==> config.mk <==
export PLATFORM = sky130hd
export DESIGN_NAME = pvs_regs
export DESIGN_NICKNAME = d
export VERILOG_FILES = /design/src/pkg/pvs_pkg.sv /design/src/pkg/pvs_evt_if.sv /design/src/verilog/pvs_event_flags.sv /design/src/verilog/pvs_regs.sv
export VERILOG_INCLUDE_DIRS = /design/src /design/src/pkg
export SDC_FILE = /design/constraint.sdc
export NUM_CORES = 1
export LEC_CHECK = 0
export BUFFER_PORTS_ARGS = -buffer_cell sky130_fd_sc_hd__buf_4
export CORE_MARGIN = 2
export CORE_UTILIZATION = 45
export CTS_CLUSTER_DIAMETER = 120
export DETAILED_ROUTE_END_ITERATION = 6
export PLACE_DENSITY = 0.64
export SETUP_SLACK_MARGIN = 0.5
export SLEW_MARGIN = 20
export SYNTH_ARGS = -nofsm -noshare
export SYNTH_HDL_FRONTEND = slang
export SYNTH_SLANG_ARGS = --single-unit
==> constraint.sdc <==
create_clock -name i_clk -period 2.3 [get_ports i_clk]
set_input_delay 0.23 -clock i_clk [delete_from_list [all_inputs] [get_ports i_clk]]
set_output_delay 0.23 -clock i_clk [all_outputs]
set_load 0.1 [all_outputs]
==> src/pkg/pvs_consts.svh <==
// register offsets, field positions and reset values of the vendor management registers
`ifndef PVS_CONSTS_SVH
`define PVS_CONSTS_SVH
`define PVS_ADDR_RX_TALLY 5'h15
`define PVS_ADDR_INT_CS 5'h1b
`define PVS_ADDR_XCVR_CTL 5'h1f
`define PVS_TALLY_RST 16'h0000
`define PVS_TALLY_ONE 16'h0001
`define PVS_TALLY_MAX 16'hffff
`define PVS_INT_EN_HI 15
`define PVS_INT_EN_LO 8
`define PVS_INT_FLAG_HI 7
`define PVS_INT_FLAG_LO 0
`define PVS_N_SRC 8
`define PVS_CTL_XOVER_OFF 13
`define PVS_CTL_ENERGY 12
`define PVS_CTL_FORCE_LINK 11
`define PVS_CTL_PWR_SAVE 10
`define PVS_CTL_INT_LEVEL 9
`define PVS_CTL_JABBER_EN 8
`define PVS_CTL_ANEG_DONE 7
`define PVS_CTL_PAUSE 6
`define PVS_CTL_ISOLATE 5
`define PVS_CTL_SQE 1
`define PVS_CTL_SCR_BYP 0
`define PVS_CTL_RW_MASK 16'h2f83
`define PVS_CTL_RST 16'h0500
`define PVS_DATA_ZERO 16'h0000
`define PVS_INT_IDLE 1'b1
`define PVS_SYNC_W 13
`define PVS_SYNC_EVT_HI 7
`define PVS_SYNC_EVT_LO 0
`define PVS_SYNC_RX_ERR 8
`define PVS_SYNC_ENERGY 9
`define PVS_SYNC_ANEG 10
`define PVS_SYNC_PAUSE 11
`define PVS_SYNC_ISO 12
`endif

==> src/pkg/pvs_pkg.sv <==
// types shared by the vendor management register bank
package pvs_pkg;
  typedef logic [15:0] pvs_word_type;
  typedef logic [4:0] pvs_addr_type;
  typedef logic [7:0] pvs_src_type;
endpackage

==> src/pkg/pvs_evt_if.sv <==
// event sources and their latched flags passed between bank and flag module
`timescale 1ns/1ps
interface pvs_evt_if;
  import pvs_pkg::*;
  pvs_src_type evt;
  pvs_src_type flags;
  logic rd_clear;
  modport bank (output evt, output rd_clear, input flags);
  modport flag (input evt, input rd_clear, output flags);
endinterface

==> src/verilog/pvs_event_flags.sv <==
// eight sticky event flags cleared by a read of the interrupt register
`timescale 1ns/1ps
`include "pvs_consts.svh"
module pvs_event_flags (
  input wire logic i_clk,
  input wire logic i_rst,
  pvs_evt_if.flag evt_if
);
  import pvs_pkg::*;
  pvs_src_type flags_reg;
  pvs_src_type flags_next;
  genvar g;
  // ----------------------------------------
  // flag update
  // ----------------------------------------
  generate
    for (g = 0; g < `PVS_N_SRC; g = g + 1) begin : g_flag
      always_comb begin
        // set wins over the read clear
        flags_next[g] = evt_if.evt[g] | (flags_reg[g] & ~evt_if.rd_clear);
      end
    end
  endgenerate
  always_ff @(posedge i_clk) begin
    if (i_rst) begin
      flags_reg <= '0;
    end else begin
      flags_reg <= flags_next;
    end
  end
  assign evt_if.flags = flags_reg;
endmodule

==> src/verilog/pvs_regs.sv <==
// vendor status and control register bank of a 10/100 transceiver
//
// Notes on behaviour
// - Register 15h counts receive error events and reads zero after reset.
// - Bits 15..8 of 1bh are writable enables for jabber, rx error, page, pd fault, ack, link down, remote fault, link up, reset 0.
// - Bits 7..0 of 1bh are event flags in the same order, set by the event and cleared by a read.
// - Interrupt output is active high when 1f.9 is one and active low when zero.
// - 1f.13 set turns off automatic crossover; reset zero keeps it on.
// - 1f.12 reads one while receive energy is present.
// - 1f.11 set forces link pass so the transmitter runs without link.
// - 1f.10 enables power saving and resets to one.
// - 1f.8 lets the jabber counter run and resets to one.
// - 1f.7 shows one once auto-negotiation is complete, reset zero.
// - 1f.6 reports the resolved flow control result.
// - 1f.5 reads one while the transceiver is isolated.
// - 1f.1 set enables the SQE test, reset zero.
// - 1f.0 set bypasses the transmit scrambler, reset zero.
`timescale 1ns/1ps
`include "pvs_consts.svh"
module pvs_regs (
  input wire logic i_clk,
  input wire logic i_rst,
  input wire logic i_wr,
  input wire logic i_rd,
  input wire pvs_pkg::pvs_addr_type i_addr,
  input wire pvs_pkg::pvs_word_type i_wdata,
  output logic [15:0] o_rdata,
  input wire logic i_rx_err,
  input wire pvs_pkg::pvs_src_type i_evt,
  input wire logic i_energy,
  input wire logic i_aneg_done,
  input wire logic i_pause_ok,
  input wire logic i_isolated,
  output logic o_int,
  output logic o_xover_off,
  output logic o_force_link,
  output logic o_pwr_save,
  output logic o_jabber_en,
  output logic o_sqe_test,
  output logic o_scr_bypass
);
  import pvs_pkg::*;
  pvs_evt_if evt_if ();
  // ----------------------------------------
  // input synchronisers
  // ----------------------------------------
  logic [`PVS_SYNC_W-1:0] meta_reg;
  logic [`PVS_SYNC_W-1:0] sync_reg;
  logic [`PVS_SYNC_W-1:0] meta_next;
  logic [`PVS_SYNC_W-1:0] sync_next;
  logic rx_err_prev_reg;
  logic rx_err_prev_next;
  pvs_src_type evt_prev_reg;
  pvs_src_type evt_prev_next;
  always_comb begin
    meta_next = {i_isolated, i_pause_ok, i_aneg_done, i_energy, i_rx_err, i_evt};
    sync_next = meta_reg;
    rx_err_prev_next = sync_reg[`PVS_SYNC_RX_ERR];
    evt_prev_next = sync_reg[`PVS_SYNC_EVT_HI:`PVS_SYNC_EVT_LO];
  end
  always_ff @(posedge i_clk) begin
    if (i_rst) begin
      meta_reg <= '0;
      sync_reg <= '0;
      rx_err_prev_reg <= 1'b0;
      evt_prev_reg <= '0;
    end else begin
      meta_reg <= meta_next;
      sync_reg <= sync_next;
      rx_err_prev_reg <= rx_err_prev_next;
      evt_prev_reg <= evt_prev_next;
    end
  end
  logic rx_err_s;
  logic energy_s;
  logic aneg_s;
  logic pause_s;
  logic iso_s;
  assign rx_err_s = sync_reg[`PVS_SYNC_RX_ERR];
  assign energy_s = sync_reg[`PVS_SYNC_ENERGY];
  assign aneg_s = sync_reg[`PVS_SYNC_ANEG];
  assign pause_s = sync_reg[`PVS_SYNC_PAUSE];
  // only the second stage is read; the first one may still be settling
  assign iso_s = sync_reg[`PVS_SYNC_ISO];
  // ----------------------------------------
  // event flags
  // ----------------------------------------
  // address match shared by the read and write decoders
  function automatic logic addr_is(input pvs_addr_type addr, input pvs_addr_type target);
    return addr == target;
  endfunction
  logic rd_int;
  logic wr_int;
  logic wr_ctl;
  assign rd_int = i_rd && addr_is(i_addr, `PVS_ADDR_INT_CS);
  assign wr_int = i_wr && addr_is(i_addr, `PVS_ADDR_INT_CS);
  assign wr_ctl = i_wr && addr_is(i_addr, `PVS_ADDR_XCVR_CTL);
  // rising edge of each synchronised source level
  assign evt_if.evt = sync_reg[`PVS_SYNC_EVT_HI:`PVS_SYNC_EVT_LO] & ~evt_prev_reg;
  assign evt_if.rd_clear = rd_int;
  pvs_event_flags u_flags (
    .i_clk(i_clk),
    .i_rst(i_rst),
    .evt_if(evt_if.flag)
  );
  // ----------------------------------------
  // receive error tally
  // ----------------------------------------
  pvs_word_type tally_reg;
  pvs_word_type tally_next;
  logic rx_err_rise;
  always_comb begin
    rx_err_rise = rx_err_s && !rx_err_prev_reg;
    tally_next = tally_reg;
    // saturate so a long error burst cannot wrap back to a small count
    if (rx_err_rise && (tally_reg != `PVS_TALLY_MAX)) begin
      tally_next = tally_reg + `PVS_TALLY_ONE;
    end
  end
  always_ff @(posedge i_clk) begin
    if (i_rst) begin
      tally_reg <= `PVS_TALLY_RST;
    end else begin
      tally_reg <= tally_next;
    end
  end
  // ----------------------------------------
  // interrupt enables
  // ----------------------------------------
  pvs_src_type int_en_reg;
  pvs_src_type int_en_next;
  always_comb begin
    int_en_next = int_en_reg;
    // the flag byte of the same word is read-only and dropped here
    if (wr_int) begin
      int_en_next = i_wdata[`PVS_INT_EN_HI:`PVS_INT_EN_LO];
    end
  end
  always_ff @(posedge i_clk) begin
    if (i_rst) begin
      int_en_reg <= '0;
    end else begin
      int_en_reg <= int_en_next;
    end
  end
  // ----------------------------------------
  // transceiver control
  // ----------------------------------------
  pvs_word_type ctl_reg;
  pvs_word_type ctl_next;
  always_comb begin
    ctl_next = ctl_reg;
    if (wr_ctl) begin
      ctl_next = i_wdata & `PVS_CTL_RW_MASK;
    end
    // completion status follows the negotiation engine, not the write
    ctl_next[`PVS_CTL_ANEG_DONE] = aneg_s;
  end
  always_ff @(posedge i_clk) begin
    if (i_rst) begin
      ctl_reg <= `PVS_CTL_RST;
    end else begin
      ctl_reg <= ctl_next;
    end
  end
  // ----------------------------------------
  // read-back
  // ----------------------------------------
  pvs_word_type rdata_reg;
  pvs_word_type rdata_next;
  always_comb begin
    rdata_next = `PVS_DATA_ZERO;
    if (i_rd) begin
      unique case (i_addr)
        `PVS_ADDR_RX_TALLY: rdata_next = tally_reg;
        `PVS_ADDR_INT_CS: rdata_next = {int_en_reg, evt_if.flags};
        `PVS_ADDR_XCVR_CTL: begin
          rdata_next = ctl_reg;
          rdata_next[`PVS_CTL_ENERGY] = energy_s;
          rdata_next[`PVS_CTL_PAUSE] = pause_s;
          rdata_next[`PVS_CTL_ISOLATE] = iso_s;
        end
        default: rdata_next = `PVS_DATA_ZERO;
      endcase
    end
  end
  always_ff @(posedge i_clk) begin
    if (i_rst) begin
      rdata_reg <= `PVS_DATA_ZERO;
    end else begin
      rdata_reg <= rdata_next;
    end
  end
  // ----------------------------------------
  // interrupt pin
  // ----------------------------------------
  logic int_reg;
  logic int_next;
  logic int_active;
  always_comb begin
    int_active = |(int_en_reg & evt_if.flags);
    // active low out of reset, so the idle pin level is high
    int_next = ctl_reg[`PVS_CTL_INT_LEVEL] ? int_active : ~int_active;
  end
  always_ff @(posedge i_clk) begin
    if (i_rst) begin
      int_reg <= `PVS_INT_IDLE;
    end else begin
      int_reg <= int_next;
    end
  end
  // ----------------------------------------
  // outputs
  // ----------------------------------------
  assign o_rdata = rdata_reg;
  assign o_int = int_reg;
  assign o_xover_off = ctl_reg[`PVS_CTL_XOVER_OFF];
  assign o_force_link = ctl_reg[`PVS_CTL_FORCE_LINK];
  assign o_pwr_save = ctl_reg[`PVS_CTL_PWR_SAVE];
  assign o_jabber_en = ctl_reg[`PVS_CTL_JABBER_EN];
  assign o_sqe_test = ctl_reg[`PVS_CTL_SQE];
  assign o_scr_bypass = ctl_reg[`PVS_CTL_SCR_BYP];
endmodule

# Word level (Yosys, flattened, before mapping)
# Cells that the tools add are included.
# totals
register_bits,92
wordCells,48
output_inout_bits,23
# op_classes
n_addsub,1
eq_ne,4
reduce_logical,8
n_bitwise,22
n_mux,2
# ops
operator,n
$pmux 16 s3,1
$add 16x1->16 const B,1
$and 8x8->8,2
$ne 16x16->1 const B,1
$eq 5x5->1 const B,3
$and 1x1->1,8
$not 8->8,1
$or 1x1->1,8
$reduce_or 8->1,1
$logic_and 1x1->1,5
$not 1->1,3
$reduce_or 2->1,1
$logic_not 1->1,1
$mux 1,1

# Longest topological paths before layout
# logic_depth
depth_word,5
mapped_depth,6
depth_no_buf,5

# By module
# Synthesis repeated with hierarchy kept, for this count alone.
# unflattened
hier_cells,351
area_unflattened_um2,3460.8
# by_module_without_submodules
mod,instances,area_per_inst_um2,seq_area_each_um2,cells_each
pvs_regs,1,3156.8,1681.6,318
pvs_event_flags,1,304.0,160.2,33

# Worst setup path after synthesis
# OpenSTA, ideal clock, no wires.
# synth_path
path_type,register -> register
startpoint,register rx_err_prev_reg
endpoint,register tally_reg[13]
synth_period_minus_slack_ns,1.765
setup_slack_ns,0.535
required_time_ns,2.230
stages_incl_launch_ff,6
setup_ns,0.070
arrival_time_ns,1.695
path_cell_list,dfxtp_1 -> nand2b_1 -> buf_6 -> or4_4 -> or4_1 -> a21oi_1
# synth_via
elab_chain_cells,3
# synth_rtl
item,line_no,source
start: declaration,pvs_regs.sv:51,logic rx_err_prev_reg;
start signal: assignment,pvs_regs.sv:70,rx_err_prev_reg <= rx_err_prev_next;
$logic_not 1->1,pvs_regs.sv:113,rx_err_rise = rx_err_s && !rx_err_prev_reg;
$logic_and 1x1->1,pvs_regs.sv:113,
$logic_and 1x1->1,pvs_regs.sv:116,if (rx_err_rise && (tally_reg != `PVS_TALLY_MAX)) begin
end signal: assignment,pvs_regs.sv:122,tally_reg <= `PVS_TALLY_RST;
end signal: assignment,pvs_regs.sv:124,tally_reg <= tally_next;
end: declaration,pvs_regs.sv:109,pvs_word_type tally_reg;
# No other way between the ends.
# A chain may end at the register's enable or synchronous reset.

# Final worst setup path
# layout_path
startpoint,register tally_reg[4]
endpoint,register tally_reg[15]
# layout_via
elab_chain_cells,2
# layout_rtl
item
"parallel branches: the longest is 2 deep, another holds $add 16x1->16"
# Parallel ways; which one is timed is not known.

==> flow_summary.ini <==
[yosys]
avgSynthCellArea_um2 = 9.56
seq_area_frac_synth_pct = 55.2
syn_inst = 349
ys_warn_count = 0
synth_cell_types = 38
syn-cell-area_um2 = 3340
synth-seq-cells = 92
synthesis.nets = 388

[drt]
drtPass1Iterations = 4
drc = 0
post_drt_wl_per_cell_um = 14.9
vias = 2769
vias_per_cell = 5.39
drt-initial-drc-count = 241
wl_mm = 7.66
ant_nets = 0

[global_route]
grt_use_total_pct = 18.9
grt_pass1_vias = 2558
grtUsageMet1_pct = 25.6
grt_most_used_layer = met2
grt_pass1_wl_mm = 12.4
grt_max_degree = 49
grtUsageMet2_pct = 28.9
grt_remaining_overflow = 0
antenna_found_initial = 0
grt_use_met3_pct = 3.35

[critical_path]
start_kind = register
crit_fanout = 6
path_cells = nand4_1 > or4_4 > or4_4 > a21oi_2
critPathBufInv = 0
crit_top_cell = or4_4
cp_slowest_cell = or4_4
critPathArrivalTime_ns = 2.08
required_ns = 2.60
cp-end-kind = register
path_delay_family = simple AND/OR/NAND/NOR gates
critPathMaxStageDelay_ns = 0.60
path_class = reg2reg

[sta]
fin_crit_ns = 1.78
worst_pin_slew_ns = 0.529
post-route-period-util_pct = 77.3
finalSetupViolCount = 0
skew_ns = 0.00804
max-slew-margin-rel_pct = 64.7
rsz0062_at_grt = false
whs_ns = 0.0735
fmax_ghz = 0.562
fin_tns_setup_ns = 0
timing_hold_violations_final = 0
drv_slew = 0

[finish]
seq_area_um2 = 1870
layout_commonest_cell = dfxtp_1
multiInputGateArea_um2 = 1450
num-nets-final = 449
area_growth_pct = 25.9
fin_util_pct = 58.2
final_cell_mix = dfxtp_1 (78), buf_4 (68), nor2b_1 (47), a21oi_1 (35), nor2_1 (27)
drive_gt1_share_pct = 27.0
antenna_cells = 0
fill_cells = 668

[worst_hold_path]
min_path_type = in2reg

[clock_network]
cts_root_buf = clkbuf_8
clk_path_buf_depth = 2
tritoncts = done
htreeDepth = 3
cts_buffers = 9
clk_latency_ns = 0.36
cts_num_sinks = 92
cts.clk_slew.worst_paths_ns = 0.09

[die]
io_pins = 61
design.die.area_um2 = 8120
dieHeight_um = 90.1
rows = 31
die_x_um = 90.1
coreArea_um2 = 7210
initial_core_util_pct = 46.2

[power]
leakagePower_nw = 1.55
power_w = 0.00299
ir_drop_mv = 0.405
power.density_nw_per_um2 = 711

[place]
dpl.hpwl_mm = 4.97
io_buffers = 54
globalplace.congestion = 0.831

[run]
max_cap_violations = 0

[run_status]
status = finished clean
==> layout make-up <==
| type | count | area share (%) |
|---|---|---|
| repair buffers | 69 | 12.4 |
| inverters | 4 | 0.358 |
| flip-flops and latches | 92 | 44.5 |
| clock inverters | 7 | 2.35 |
| clock buffers | 9 | 2.95 |
| well taps | 99 | 2.95 |
| multi-input cells | 234 | 34.5 |
==> report_power, final <==
part | internal, W | switching (W) | leakage [nW]
Sequential | 0.00162 | 0.0000163 | 0.757
Clock | 0.000622 | 0.000586 | 0.115
Combinational | 0.0000672 | 0.0000715 | 0.679
==> per-layer routing <==
metal / wire (um) / vias up / share of wire (%)
li1: - / 1359 / -
met1: 3520 / 1292 / 46
met2: 3460 / 101 / 45
met3: 455 / 17 / 5.9
met4: 218 / 0 / 2.8
met5: 0 / - / 0
==> cell usage after synthesis (all sizes together) <==
library cell | instances | share of area (%)
dfxtp | 92 | 55
nor2b | 47 | 8.8
a21oi | 36 | 5.4
nor2 | 27 | 3.0
nand2 | 24 | 2.7
a22oi | 20 | 4.5
nand3 | 17 | 2.6
clkbuf | 16 | 1.8
nand4 | 9 | 1.7
mux2i | 8 | 2.4
o31ai | 6 | 1.4
or4 | 6 | 1.5
and4 | 4 | 1.1
inv | 4 | 0.45
o21ai | 4 | 0.60
or3 | 4 | 0.75
buf | 3 | 0.64
and3 | 2 | 0.38
mux2 | 2 | 0.68
nor3 | 2 | 0.30
nor4 | 2 | 0.56
o41ai | 2 | 0.53
a311oi | 1 | 0.26
a41oi | 1 | 0.26
and2b | 1 | 0.23
ha | 1 | 0.38
nand2b | 1 | 0.19
nand4b | 1 | 0.26
nor3b | 1 | 0.23
nor4b | 1 | 0.26
o311ai | 1 | 0.26
or4b | 1 | 0.30
xnor2 | 1 | 0.26
xor2 | 1 | 0.26
==> path summary, 6_finish.rpt <==
path                                           startpoint                          to  slack, ns  cells after the start
worst max register to register  tally_reg[4]$_SDFFE_PP0P_  tally_reg[15]$_SDFFE_PP0P_       0.52                      4
worst min-delay path                             i_evt[6]      meta_reg[6]$_SDFF_PP0_       0.07                      2
worst max-delay path            tally_reg[4]$_SDFFE_PP0P_  tally_reg[15]$_SDFFE_PP0P_       0.52                      4
worst min register to register     meta_reg[0]$_SDFF_PP0_      sync_reg[0]$_SDFF_PP0_       0.44                      1
==> stage by stage <==
stage	worst slack, ns	cell area, um2	std cells
final	0.521	4200	514
after global routing	0.480	4200	514
after CTS	0.468	4080	506
after detailed placement	0.419	3830	489
after global placement	0.463	3830	489
after floorplan	0.535	3340	349
==> repair_timing <==
item                       CTS  global route
setup endpoints to repair    4            10
pin swaps                    1             8
hold buffers                 0             0
cloned                       0             1
resized for setup            5            22
setup buffers                1             7
hold endpoints to repair     0             0
==> cells by family (layout without fill, tap and decap cells) <==
family                     count (synthesis)  count (layout)  share of synthesized area, %
AOI/OAI and AO/OA                         71              71                          13.2
xor gates and xnor gates                   2               2                         0.525
adders and majority gates                  1               1                         0.375
buffers and inverters                     23              89                          2.89
DFF                                       92              92                          55.2
muxes                                     10              10                          3.08
and+or+nand+nor                          150             150                          24.8
Note: power is estimated with default switching activity, not from simulation.
